`config.mk`:
```
export PLATFORM = sky130hd
export DESIGN_NAME = fbwp_top
export DESIGN_NICKNAME = d
export VERILOG_FILES = /design/src/fbwp_nvreg.v /design/src/fbwp_top.v
export VERILOG_INCLUDE_DIRS = /design/src
export SDC_FILE = /design/constraint.sdc
export NUM_CORES = 1
export LEC_CHECK = 0
export BUFFER_PORTS_ARGS = -buffer_cell sky130_fd_sc_hd__buf_2
export CAP_MARGIN = 20
export CELL_PAD_IN_SITES_DETAIL_PLACEMENT = 0
export CELL_PAD_IN_SITES_GLOBAL_PLACEMENT = 1
export CORE_ASPECT_RATIO = 1.1
export CORE_MARGIN = 4
export CORE_UTILIZATION = 43
export DETAILED_ROUTE_END_ITERATION = 12
export PLACE_DENSITY = 0.81
export SYNTH_ARGS = -nofsm -noshare
export SYNTH_HDL_FRONTEND = slang
export SYNTH_SLANG_ARGS = --single-unit
```
`constraint.sdc`:
```
create_clock -name CLK_SYS -period 3 [get_ports CLK_SYS]
set_input_delay 0.15 -clock CLK_SYS [delete_from_list [all_inputs] [get_ports CLK_SYS]]
set_output_delay 0.15 -clock CLK_SYS [all_outputs]
set_load 0.05 [all_outputs]
```
`src/fbwp_consts.vh`:
```
// Constants for the flash block write-protect unit
`ifndef FBWP_CONSTS_VH
`define FBWP_CONSTS_VH

// APB register byte offsets
`define FBWP_OFS_STATUS 8'h00
`define FBWP_OFS_CMD 8'h04
`define FBWP_OFS_RESULT 8'h08
`define FBWP_OFS_CONFIG 8'h0c

// Status register bit positions
`define FBWP_SR_LOCK 7
`define FBWP_SR_QE 6
`define FBWP_SR_BP_HI 5
`define FBWP_SR_BP_LO 2
`define FBWP_SR_WEL 1
`define FBWP_SR_BUSY 0

// Non-volatile status bits as delivered
`define FBWP_NV_RESET 6'h00

// Command register fields
`define FBWP_CMD_OP_HI 2
`define FBWP_CMD_OP_LO 0
`define FBWP_CMD_DAT_HI 15
`define FBWP_CMD_DAT_LO 8
`define FBWP_CMD_BLK_LO 16

// Command opcodes
`define FBWP_OP_NONE 3'h0
`define FBWP_OP_WRITE_ENABLE_CMD 3'h1
`define FBWP_OP_WRDI 3'h2
`define FBWP_OP_WRSTAT 3'h3
`define FBWP_OP_PROG 3'h4
`define FBWP_OP_BERASE 3'h5
`define FBWP_OP_CERASE 3'h6

// Result register bit positions
`define FBWP_RS_OK 0
`define FBWP_RS_NO_WEL 1
`define FBWP_RS_PROT 2
`define FBWP_RS_LOCKED 3
`define FBWP_RS_BUSY 4

// Config register bit positions
`define FBWP_CF_TBS 0

// Array operation length in clock cycles
`define FBWP_OP_CYCLES 16'h0010

`endif

```
`src/fbwp_nvreg.v`:
```
// Storage for the non-volatile status bits
`timescale 1ns/1ps
module fbwp_nvreg #(
	parameter W = 6
) (
	input wire clk,
	input wire rst_n,
	input wire wr_en,
	input wire [W-1:0] wr_data,
	output reg [W-1:0] rd_data
);
`include "fbwp_consts.vh"

	// Reset stands in for the factory-cleared state; cells change only on wr_en
	always @(posedge clk or negedge rst_n) begin
		if (!rst_n) begin
			rd_data <= `FBWP_NV_RESET;
		end else if (wr_en) begin
			rd_data <= wr_data;
		end
	end
endmodule // fbwp_nvreg

```
`src/fbwp_top.v`:
```
// Block write-protect unit of a serial flash, with APB register access
//
// Added by the designer: the APB register port and the address map.
`timescale 1ns/1ps
// Macros are needed by the parameter defaults, so they come in first
`include "fbwp_consts.vh"
// How it works
// - Protected target blocks program or erase inhibited
// - Select bit 0 top range, 1 bottom
// - Whole-array erase only when protect code zero
// - Lock clear: status write always allowed
// - Lock set, pin low: status write ignored
// - Lock set, pin high: status write allowed
// - Quad off: pins give protect and hold
// - Quad on: pins are data lines
// - Protection granularity is one 64 KB block
// - 256 blocks: code n protects 2^(n-1)
// - 128 blocks: top code bit means all
// - 64 blocks: code 7 and up all
// - Protect bits non-volatile, zero as delivered
module fbwp_top #(
	parameter BLK_W = 8,
	parameter OP_CYCLES = `FBWP_OP_CYCLES
) (
	input wire CLK_SYS,
	input wire RST_N,
	input wire PSEL,
	input wire PENABLE,
	input wire PWRITE,
	input wire [7:0] PADDR,
	input wire [31:0] PWDATA,
	output reg [31:0] PRDATA,
	output wire PREADY,
	output wire PSLVERR,
	input wire DATA_LINE_TWO_I,
	output reg DATA_LINE_TWO_O,
	output wire DATA_LINE_TWO_OE_N,
	input wire DATA_LINE_THREE_I,
	output reg DATA_LINE_THREE_O,
	output wire DATA_LINE_THREE_OE_N,
	input wire [1:0] QUAD_TX_DATA,
	input wire QUAD_TX_EN,
	output reg [1:0] QUAD_RX_DATA,
	output reg HOLD_ACTIVE,
	output reg ARR_START,
	output reg ARR_ERASE,
	output reg ARR_CHIP,
	output reg [BLK_W-1:0] ARR_BLOCK,
	output wire BUSY
);

	// True when blk falls in the range chosen by code and tbs.
	// A count of 2^(code-1) blocks reaches the whole array once
	// code-1 equals the address width, which gives the all-blocks
	// rows for the 256, 128 and 64 block arrays from one formula.
	function prot_hit;
		input [3:0] code;
		input top_bottom_select;
		input [BLK_W-1:0] blk;
		reg [BLK_W-1:0] pos;
		reg [3:0] sh;
		begin
			pos = top_bottom_select ? blk : ~blk;
			sh = code - 4'h1;
			if (code == 4'h0) begin
				prot_hit = 1'b0;
			end else if ({28'h0, sh} >= BLK_W) begin
				prot_hit = 1'b1;
			end else begin
				prot_hit = ((pos >> sh) == {BLK_W{1'b0}});
			end
		end
	endfunction

	wire [5:0] nv_bits;
	wire status_lock;
	wire quad_enable;
	wire [3:0] blk_prot;
	reg write_enable_latch_r;
	reg top_bottom_select_r;
	reg busy_r;
	reg [15:0] op_cnt_r;
	reg [4:0] result_r;
	reg [31:0] cmd_last_r;
	reg nv_wr;
	reg [5:0] nv_wdata;

	// Field split of the stored status bits
	assign status_lock = nv_bits[5];
	assign quad_enable = nv_bits[4];
	assign blk_prot = nv_bits[3:0];

	// Non-volatile lock, quad and protect cells
	fbwp_nvreg #(
		.W(6)
	) u_nv (
		.clk(CLK_SYS),
		.rst_n(RST_N),
		.wr_en(nv_wr),
		.wr_data(nv_wdata),
		.rd_data(nv_bits)
	);

	// Shared pins: with quad off they are inputs only
	wire wp_level;
	assign wp_level = quad_enable ? 1'b1 : DATA_LINE_TWO_I;
	assign DATA_LINE_TWO_OE_N = ~(quad_enable & QUAD_TX_EN);
	assign DATA_LINE_THREE_OE_N = ~(quad_enable & QUAD_TX_EN);

	// Pin data out and in, through flops
	always @(posedge CLK_SYS or negedge RST_N) begin
		if (!RST_N) begin
			DATA_LINE_TWO_O <= 1'b0;
			DATA_LINE_THREE_O <= 1'b0;
			QUAD_RX_DATA <= 2'h0;
			HOLD_ACTIVE <= 1'b0;
		end else begin
			DATA_LINE_TWO_O <= QUAD_TX_DATA[0];
			DATA_LINE_THREE_O <= QUAD_TX_DATA[1];
			QUAD_RX_DATA <= quad_enable ?
				{DATA_LINE_THREE_I, DATA_LINE_TWO_I} : 2'h0;
			// Hold is meaningless once the pin carries data
			HOLD_ACTIVE <= ~quad_enable & ~DATA_LINE_THREE_I;
		end
	end

	// APB decode
	wire apb_wr;
	wire apb_setup;
	wire addr_ok;
	assign apb_wr = PSEL & PENABLE & PWRITE;
	assign apb_setup = PSEL & ~PENABLE;
	assign addr_ok = (PADDR == `FBWP_OFS_STATUS) ||
		(PADDR == `FBWP_OFS_CMD) ||
		(PADDR == `FBWP_OFS_RESULT) ||
		(PADDR == `FBWP_OFS_CONFIG);
	// Zero wait states: every access ends in its first access cycle
	assign PREADY = 1'b1;
	assign PSLVERR = PSEL & PENABLE & ~addr_ok;

	// Command fields from the write data
	wire cmd_wr;
	wire [2:0] cmd_op;
	wire [7:0] cmd_dat;
	wire [BLK_W-1:0] cmd_blk;
	assign cmd_wr = apb_wr && (PADDR == `FBWP_OFS_CMD);
	assign cmd_op = PWDATA[`FBWP_CMD_OP_HI:`FBWP_CMD_OP_LO];
	assign cmd_dat = PWDATA[`FBWP_CMD_DAT_HI:`FBWP_CMD_DAT_LO];
	assign cmd_blk = PWDATA[`FBWP_CMD_BLK_LO+BLK_W-1:`FBWP_CMD_BLK_LO];

	// Protection of the addressed block, straight from the live bits
	wire tgt_prot;
	wire any_prot;
	wire stat_wr_ok;
	assign tgt_prot = prot_hit(blk_prot, top_bottom_select_r,
		cmd_blk);
	assign any_prot = (blk_prot != 4'h0);
	assign stat_wr_ok = ~status_lock | wp_level;

	// Command outcome, decided in the cycle the command is written
	reg acc;
	reg [4:0] res_nxt;
	reg start_nxt;
	always @* begin
		acc = 1'b0;
		res_nxt = 5'h00;
		start_nxt = 1'b0;
		nv_wr = 1'b0;
		nv_wdata = nv_bits;
		if (busy_r) begin
			// Every command is refused with the busy result during an array operation
			res_nxt[`FBWP_RS_BUSY] = 1'b1;
		end else if (cmd_op == `FBWP_OP_WRITE_ENABLE_CMD ||
			cmd_op == `FBWP_OP_WRDI || cmd_op == `FBWP_OP_NONE) begin
			acc = 1'b1;
		end else if (!write_enable_latch_r) begin
			res_nxt[`FBWP_RS_NO_WEL] = 1'b1;
		end else if (cmd_op == `FBWP_OP_WRSTAT) begin
			if (stat_wr_ok) begin
				acc = 1'b1;
				nv_wr = cmd_wr;
				nv_wdata = cmd_dat[`FBWP_SR_LOCK:`FBWP_SR_BP_LO];
			end else begin
				res_nxt[`FBWP_RS_LOCKED] = 1'b1;
			end
		end else if (cmd_op == `FBWP_OP_CERASE) begin
			if (any_prot) begin
				res_nxt[`FBWP_RS_PROT] = 1'b1;
			end else begin
				acc = 1'b1;
				start_nxt = 1'b1;
			end
		end else if (cmd_op == `FBWP_OP_PROG ||
			cmd_op == `FBWP_OP_BERASE) begin
			if (tgt_prot) begin
				res_nxt[`FBWP_RS_PROT] = 1'b1;
			end else begin
				acc = 1'b1;
				start_nxt = 1'b1;
			end
		end
		res_nxt[`FBWP_RS_OK] = acc;
	end

	// Write enable latch, array operation timer and results
	always @(posedge CLK_SYS or negedge RST_N) begin
		if (!RST_N) begin
			write_enable_latch_r <= 1'b0;
			busy_r <= 1'b0;
			op_cnt_r <= 16'h0000;
			result_r <= 5'h00;
			cmd_last_r <= 32'h00000000;
			ARR_START <= 1'b0;
			ARR_ERASE <= 1'b0;
			ARR_CHIP <= 1'b0;
			ARR_BLOCK <= {BLK_W{1'b0}};
		end else begin
			ARR_START <= 1'b0;
			if (busy_r) begin
				// Completion clears the latch; a command written now is refused as busy
				if (op_cnt_r == 16'h0001) begin
					busy_r <= 1'b0;
					write_enable_latch_r <= 1'b0;
				end
				op_cnt_r <= op_cnt_r - 16'h0001;
			end
			if (cmd_wr) begin
				cmd_last_r <= PWDATA;
				result_r <= res_nxt;
				if (!busy_r && cmd_op == `FBWP_OP_WRITE_ENABLE_CMD) begin
					write_enable_latch_r <= 1'b1;
				end
				if (!busy_r && cmd_op == `FBWP_OP_WRDI) begin
					write_enable_latch_r <= 1'b0;
				end
				// Status write is immediate, so it drops the latch now
				if (nv_wr) begin
					write_enable_latch_r <= 1'b0;
				end
				if (start_nxt) begin
					busy_r <= 1'b1;
					// An override may be 32 bits wide; the timer keeps 16
					op_cnt_r <= OP_CYCLES[15:0];
					ARR_START <= 1'b1;
					ARR_ERASE <= (cmd_op != `FBWP_OP_PROG);
					ARR_CHIP <= (cmd_op == `FBWP_OP_CERASE);
					ARR_BLOCK <= cmd_blk;
				end
			end
		end
	end

	assign BUSY = busy_r;

	// Top/bottom select: once bottom is chosen it stays
	always @(posedge CLK_SYS or negedge RST_N) begin
		if (!RST_N) begin
			top_bottom_select_r <= 1'b0;
		end else if (apb_wr && (PADDR == `FBWP_OFS_CONFIG) &&
			PWDATA[`FBWP_CF_TBS]) begin
			top_bottom_select_r <= 1'b1;
		end
	end

	// Status register image as software reads it
	wire [7:0] status_img;
	assign status_img = {status_lock, quad_enable, blk_prot,
		write_enable_latch_r, busy_r};

	// Read data is latched in the setup cycle, valid in access
	always @(posedge CLK_SYS or negedge RST_N) begin
		if (!RST_N) begin
			PRDATA <= 32'h00000000;
		end else if (apb_setup && !PWRITE) begin
			if (PADDR == `FBWP_OFS_STATUS) begin
				PRDATA <= {24'h000000, status_img};
			end else if (PADDR == `FBWP_OFS_CMD) begin
				PRDATA <= cmd_last_r;
			end else if (PADDR == `FBWP_OFS_RESULT) begin
				PRDATA <= {27'h0000000, result_r};
			end else if (PADDR == `FBWP_OFS_CONFIG) begin
				PRDATA <= {31'h00000000, top_bottom_select_r};
			end else begin
				PRDATA <= 32'h00000000;
			end
		end
	end
endmodule // fbwp_top

```
==> impl_metrics.csv, run 1 <==
group,metric,value,unit
global_route,grt_max_degree,58,
floorplanning,initial_utilization,43.7,%
sta,rsz0062_at_grt,"false",
final_layout,diodes,0,
floorplanning,die_height,124,um
flow_run,max_cap_violations,0,
placed_design,dpl.cell_count,745,
routing,drt-initial-drc-count,295,
cts,insertion_delay,0.34,ns
sta,fmax,401,MHz
sta,final.setup.tns,0,ns
routing,drc,0,
yosys,synth_seq_cells,110,
critical_path,startpoint,"u_nv.rd_data[0]$_DFFE_PN0P_",
power_and_ir_drop,power_density,448,nW/um2
cts,cts_hold_buf,14,
cts,root_buffer,"clkbuf_16",
placed_design,dp_hpwl,9.10,mm
sta,hold_viol_final,0,
routing,totalWireLength,12.8,mm
final_layout,fin_nets,669,
cts,clk_path_buf_depth,2,
sta,tightestPinTransition,0.761,ns
critical_path,timing.critical_path.mode_cell,"inv_1",
floorplanning,fp.dieW,113,um
cts,cts_buffers,9,
placed_design,portBuffers,101,
final_layout,syn_to_final_growth,19.4,%
critical_path,arrival,2.69,ns
worst_hold_path,worstHoldStart,"PWDATA[7]",
yosys,synth-edff-count,0,
global_route,grt_usage,18.7,%
global_route,antenna_found_initial,0,
cts,clk_pin_slew,0.07,ns
sta,fin_crit,2.50,ns
yosys,ys_types,71,
routing,vias_per_cell,5.55,
critical_path,crit_chain,"inv_1, ha_1, inv_1, a311oi_1, buf_4, o31ai_4, o21ai_4, a22oi_1",
critical_path,cp_max_fo,15,
final_layout,drive_gt1_share,25.4,%
global_route,grt_first_pass_wirelength,21.0,mm
sta,setup_viol,0,
floorplanning,ioPinCount,103,
cts,clock-sinks,110,
final_layout,stdcell_count,775,
yosys,synthArstFlopShare,100,%
sta,drv_slew,0,
routing,first_pass_iters,5,
final_layout,multiInputGateArea,2260,um2
floorplanning,die_area,14000,um2
global_route,grt_pass1_vias,4219,
floorplanning,core.rowCount,42,
critical_path,cp-end-kind,"register",
critical_path,crit_type,"reg -> reg",
floorplanning,core,12000,um2
yosys,synth.area.top_cells,"dfrtp_1 (53%), nand2_1 (8.7%), a22o_1 (4.2%)",
yosys,synth.net_count,568,
worst_hold_path,hold_class,"in -> reg",
power_and_ir_drop,ir_drop,0.000345,V
power_and_ir_drop,power.leakage,0.00307,uW
critical_path,required,3.19,ns
cts,cts_tree,"yes",
yosys,synthesis.area,5240,um2
yosys,netlist.area_leader.share,52.6,%
placed_design,place_congestion,0.844,
final_layout,fill_cells,1142,
yosys,synth_warnings,0,
routing,vias,4304,
run_status,outcome,"complete, no violations",
sta,relSlewSlack,49.3,%
critical_path,start_kind,"register",
critical_path,critPathSlowestCell,"dfrtp_1",
yosys,synth_cells,515,
yosys,synth_ff_type,"dfrtp_1",
yosys,syn_area_per_cell,10.2,um2
yosys,ys_seq_area_share,52.6,%
cts,cts.repair.resized,0,
routing,wl_per_cell,16.5,um
global_route,grt-ovfl-total,0,
critical_path,slowest_delay,0.56,ns
critical_path,crit-reg2reg-launch,"u_nv.rd_data[0]$_DFFE_PN0P_",
routing,ant_nets,0,
yosys,synth_top_cell_by_area,"dfrtp_1",
cts,cts_setup_buffers,0,
final_layout,final-seq-area,2750,um2
sta,fin_crit_sh,83.2,%
sta,fin_worst_skew,0.00777,ns
cts,cts_max_level,3,
## flip-flops by register name, indices dropped and copies added, names as in the netlist, 2 cells and up
name,count
PRDATA,32
cmd_last_r,32
op_cnt_r,16
ARR_BLOCK,8
u_nv.rd_data,6
result_r,5
QUAD_RX_DATA,2
## area by class of cell
class / instances / share of cell area [%]
Multi-Input combinational cell: 361 / 36.2
Clock inverter: 7 / 0.900
Clock buffer: 9 / 3.60
Inverter: 10 / 0.600
Sequential cell: 110 / 44.0
Timing Repair Buffer: 124 / 11.6
Tap cell: 154 / 3.08
## routing by layer
layer | part of all wire [%] | vias to the layer above | track usage (%)
li1 | - | 2019 | -
met1 | 45 | 2139 | 25.1
met2 | 48 | 136 | 31.0
met3 | 5.8 | 10 | 3.74
met4 | 0.94 | 0 | 5.11
met5 | 0 | - | 0
## power by group
part | switching, uW | leakage, uW | internal, uW | total (uW)
clock | 556 | 0.000136 | 573 | 1130
combinational | 114 | 0.00150 | 62.6 | 176
sequential | 5.10 | 0.00144 | 1490 | 1500
## cell usage in the layout, fill, tap and decap left out, types with 11 or more instances in the layout
cell	count
a21oi_1	19
a22o_1	25
buf_2	100
dfrtp_1	110
dlygate4sd3_1	14
nand2_1	121
nand3_1	14
nand4_1	11
nor2_1	20
o21ai_0	16
## cell usage after synthesis (all sizes together), types with 3 or more instances
| cell | number |
|---|---|
| nand3b | 3 |
| a22o | 25 |
| nand3 | 15 |
| nand2 | 121 |
| nor2b | 6 |
| xnor2 | 6 |
| buf | 19 |
| nand4 | 11 |
| mux2 | 4 |
| dfrtp | 110 |
| a21oi | 29 |
| a211oi | 3 |
| nor3b | 4 |
| o31ai | 4 |
| o41ai | 3 |
| inv | 10 |
| o21ai | 19 |
| nor4 | 7 |
| and3 | 3 |
| and4 | 9 |
| o211ai | 8 |
| nor2 | 21 |
| mux2i | 8 |
| clkbuf | 15 |
| xor2 | 8 |
| nor3 | 7 |
| ha | 3 |
| nand2b | 4 |
| o31a | 3 |
## logic make-up after synthesis
group,share of synthesized area (%)
simple gates,21.7
flops,52.6
compound gates,15.5
buf+inv,4.28
xor+xnor,2.34
mux,2.82
fa+ha+maj,0.717
other cells,0.0716
## critical path: cells and delay by family, from the launching register on
| kind | cells | cell delay [ns] |
|---|---|---|
| adder cells (fa/ha/maj) | 1 | 0.36 |
| AO/OA/AOI/OAI | 4 | 1.09 |
| buffers and inverters | 3 | 0.33 |
| flip-flops | 1 | 0.56 |
## worst paths after layout
path	to	slack, ns	depth (start not counted)
worst max-delay path	op_cnt_r[3]$_DFF_PN0_	0.50	8
min in group asynchronous	DATA_LINE_THREE_O$_DFF_PN0_	0.40	2
worst max register to register	op_cnt_r[3]$_DFF_PN0_	0.50	8
worst min-delay path	cmd_last_r[7]$_DFFE_PN0P_	0.01	3
worst min register to register	cmd_last_r[30]$_DFFE_PN0P_	0.48	2
max in group asynchronous	cmd_last_r[20]$_DFFE_PN0P_	1.84	3
## through the flow
stage | worst slack (ns) | cell area (um2) | utilization [%] | total power [uW] | hold slack, ns
CTS | 0.538 | 6250 | 52.2 | 2840 | 0.000403
finish | 0.504 | 6250 | 52.2 | 2800 | 0.0124
global placement | 0.625 | 5830 | 48.7 | 1690 | 0.251
detailed placement | 0.575 | 5830 | 48.7 | 1690 | 0.262
floorplan | 0.797 | 5240 | - | 1600 | -0.146
global route | 0.377 | 6250 | 52.2 | 2920 | 0.00221
Note: power is estimated with default switching activity, not from simulation.
==> run 2: changes to the inputs <==
- ABC_AREA: unset -> 1
- CORE_UTILIZATION: 43 -> 37
- PLACE_DENSITY: 0.81 -> 0.77
- clock period: 3 -> 2.09 ns (I/O delays scaled with it)
==> run 2 against run 1 <==
  * Combinational power is 89% higher
  * Sequential share of layout area is 0.74 points lower
  * Critical path type unchanged
  * Register-to-register slack worse by 0.31 ns
  * Final cell count is 18% higher
  * Synthesized cell count is 17% higher
  * Die area is 11% higher
==> impl_metrics.csv, run 2 <==
group,metric,value,unit
floorplanning,die_height,131,um
yosys,synth.net_count,653,
sta,whs,0.0684,ns
critical_path,cp_top_family,"simple AND/OR/NAND/NOR gates",
floorplanning,fp.dieW,120,um
sta,relSlewSlack,59.0,%
flow_run,max_cap_violations,0,
final_layout,drive_gt1_share,23.8,%
cts,cts_max_level,3,
critical_path,worstReg2RegEnd,"ARR_ERASE$_DFFE_PN0P_",
routing,vias,4233,
worst_hold_path,hold_class,"in -> reg",
global_route,grt_max_degree,69,
sta,setup_ws,0.197,ns
critical_path,crit_type,"reg -> reg",
critical_path,cp-end-kind,"register",
cts,cts_buffers,9,
placed_design,placed_cell_area,5820,um2
final_layout,mostFrequentLayoutCell,"nand2_1",
yosys,synth_ff_type,"dfrtp_1",
global_route,grt-ovfl-total,0,
final_layout,diodes,0,
floorplanning,ioPinCount,103,
sta,fin_crit,1.89,ns
worst_hold_path,worstHoldEndpoint,"top_bottom_select_r$_DFFE_PN0P_",
yosys,ys_seq_area_share,54.4,%
critical_path,arrival,2.14,ns
sta,hold_viol_final,0,
routing,first_pass_iters,6,
global_route,grt_usage,16.3,%
power_and_ir_drop,power_density,646,nW/um2
yosys,synth_seq_cells,110,
cts,cts_setup_buffers,0,
floorplanning,die_area,15600,um2
critical_path,required,2.34,ns
routing,totalWireLength,12.3,mm
yosys,yosysMostFrequentCell,"nand2_1",
sta,tightestPinTransition,0.614,ns
placed_design,portBuffers,101,
sta,fin_worst_skew,0.00830,ns
final_layout,fin_nets,780,
global_route,grt_pass1_vias,4183,
sta,final.setup.tns,0,ns
routing,wl_per_cell,13.4,um
placed_design,place_congestion,0.833,
final_layout,final_cell_mix,"nand2_1 (188), dfrtp_1 (110), buf_2 (100)",
critical_path,crit_chain,"inv_1, ha_4, o21ai_1, nand2_1, nand2_1, nand3_1, nand2_1, nand2_1, nand2_1, nand2_1, nand3_4, buf_12, nand2_1, nand2_1, inv_1",
routing,vias_per_cell,4.63,
yosys,synthArstFlopShare,100,%
final_layout,final_util,47.7,%
placed_design,dp_slack,0.126,ns
cts,insertion_delay,0.35,ns
yosys,synthesis.area,5060,um2
final_layout,syn_to_final_growth,25.6,%
placed_design,dp_hpwl,9.04,mm
power_and_ir_drop,ir_drop,0.000446,V
yosys,synth-edff-count,0,
critical_path,path_buf_inv,3,
yosys,synth_warnings,0,
critical_path,crit-reg2reg-launch,"u_nv.rd_data[0]$_DFFE_PN0P_",
sta,fmax,528,MHz
yosys,syn_area_per_cell,8.44,um2
worst_hold_path,worstHoldStart,"PWDATA[0]",
critical_path,cp_max_fo,21,
critical_path,reg2regPathDepth,15,
routing,drt-initial-drc-count,257,
global_route,grt_first_pass_wirelength,20.3,mm
yosys,synth_top_cell_by_area,"dfrtp_1",
cts,cts_tree,"yes",
floorplanning,initial_utilization,38.0,%
yosys,synth_cells,600,
critical_path,rrSetupSlack,0.20,ns
worst_hold_path,min_path_cells,3,
cts,clk_path_buf_depth,2,
routing,ant_nets,0,
yosys,synth.area.top_cells,"dfrtp_1 (54%), nand2_1 (14%), inv_1 (5.1%)",
routing,drc,0,
floorplanning,core.rowCount,44,
cts,clock-sinks,110,
cts,clk_pin_slew,0.07,ns
cts,root_buffer,"clkbuf_16",
final_layout,fin_area,6360,um2
critical_path,start_kind,"register",
yosys,synth_common_cells,"nand2_1 (188), dfrtp_1 (110), inv_1 (69)",
yosys,netlist.area_leader.share,54.4,%
critical_path,timing.critical_path.mode_cell,"nand2_1",
critical_path,critPathSlowestCell,"dfrtp_1",
sta,setup_viol,0,
final_layout,reg_top3,"PRDATA: 32 flops, cmd_last_r: 32 flops, op_cnt_r: 16 flops",
run_status,outcome,"complete, no violations",
floorplanning,core,13300,um2
power_and_ir_drop,power.leakage,0.00357,uW
sta,drv_slew,0,
yosys,ys_types,37,
critical_path,slowest_delay,0.39,ns
global_route,antenna_found_initial,0,
final_layout,fill_cells,1335,
sta,fin_crit_sh,90.6,%
run 2: through the flow:
stage | instances | total power (uW)
5_1_grt | 915 | 4270
3_3_place_gp | 875 | 2510
3_5_place_dp | 875 | 2510
2_1_floorplan | 600 | 2360
4_1_cts | 915 | 4160
6_report | 915 | 4110
run 2: power breakdown:
group / internal, uW / leakage, uW / switching, uW
clock network: 835 / 0.000127 / 773
logic: 115 / 0.00202 / 216
registers: 2160 / 0.00142 / 13.3
run 2: worst register-to-register path, stage by stage, from the launching register on:
cell and delay (ns):
dfrtp_1 0.39, inv_1 0.15, ha_4 0.24, o21ai_1 0.11, nand2_1 0.06, nand2_1 0.06
nand3_1 0.06, nand2_1 0.06, nand2_1 0.05, nand2_1 0.08, nand2_1 0.12, nand3_4 0.11
buf_12 0.17, nand2_1 0.06, nand2_1 0.05, inv_1 0.03
run 2: metal layers:
metal / wire length, um / global-route usage (%)
met5: 0 / 0
met4: 237 / 6.13
met3: 618 / 3.57
met2: 5680 / 26.7
met1: 5760 / 21.5
run 2: what timing repair did:
action / in CTS / in global routing
hold endpoints to repair: 60 / 0
hold buffers: 25 / 0
endpoints found under the setup margin: 0 / 18
gates resized for setup: 0 / 3
run 2: worst max path at each step:
| stage | from | to | slack (ns) | cells past startpoint |
|---|---|---|---|---|
| 3_5_place_dp | u_nv.rd_data[0]$_DFFE_PN0P_ | ARR_ERASE$_DFFE_PN0P_ | 0.13 | 15 |
| 6_report | u_nv.rd_data[0]$_DFFE_PN0P_ | ARR_ERASE$_DFFE_PN0P_ | 0.20 | 15 |
| 4_1_cts | u_nv.rd_data[0]$_DFFE_PN0P_ | ARR_ERASE$_DFFE_PN0P_ | 0.11 | 15 |
| 2_1_floorplan | u_nv.rd_data[0]$_DFFE_PN0P_ | ARR_CHIP$_DFFE_PN0P_ | 0.19 | 15 |
| 3_3_place_gp | u_nv.rd_data[0]$_DFFE_PN0P_ | ARR_ERASE$_DFFE_PN0P_ | 0.20 | 15 |
| 5_1_grt | u_nv.rd_data[0]$_DFFE_PN0P_ | ARR_ERASE$_DFFE_PN0P_ | -0.01 | 13 |
run 2: logic make-up after synthesis:
group / Yosys count / synth area share [%]
XOR/XNOR: 8 / 1.38
AO/OA/AOI/OAI: 77 / 9.39
AND/OR/NAND/NOR: 295 / 25.5
flip-flops: 110 / 54.4
other: 1 / 0.0741
adder cells (fa/ha/maj): 3 / 0.741
buffers and inverters: 106 / 8.52
run 2: area by class of cell:
type	instances	area, um2	share of cell area [%]
sequential	110	2750	43.3
multi-input combinational	384	1900	29.8
timing repair buffer	139	893	14.0
inverter	83	312	4.90
clock buffer	10	239	3.76
tap	184	230	3.62
clock inverter	5	36.3	0.570
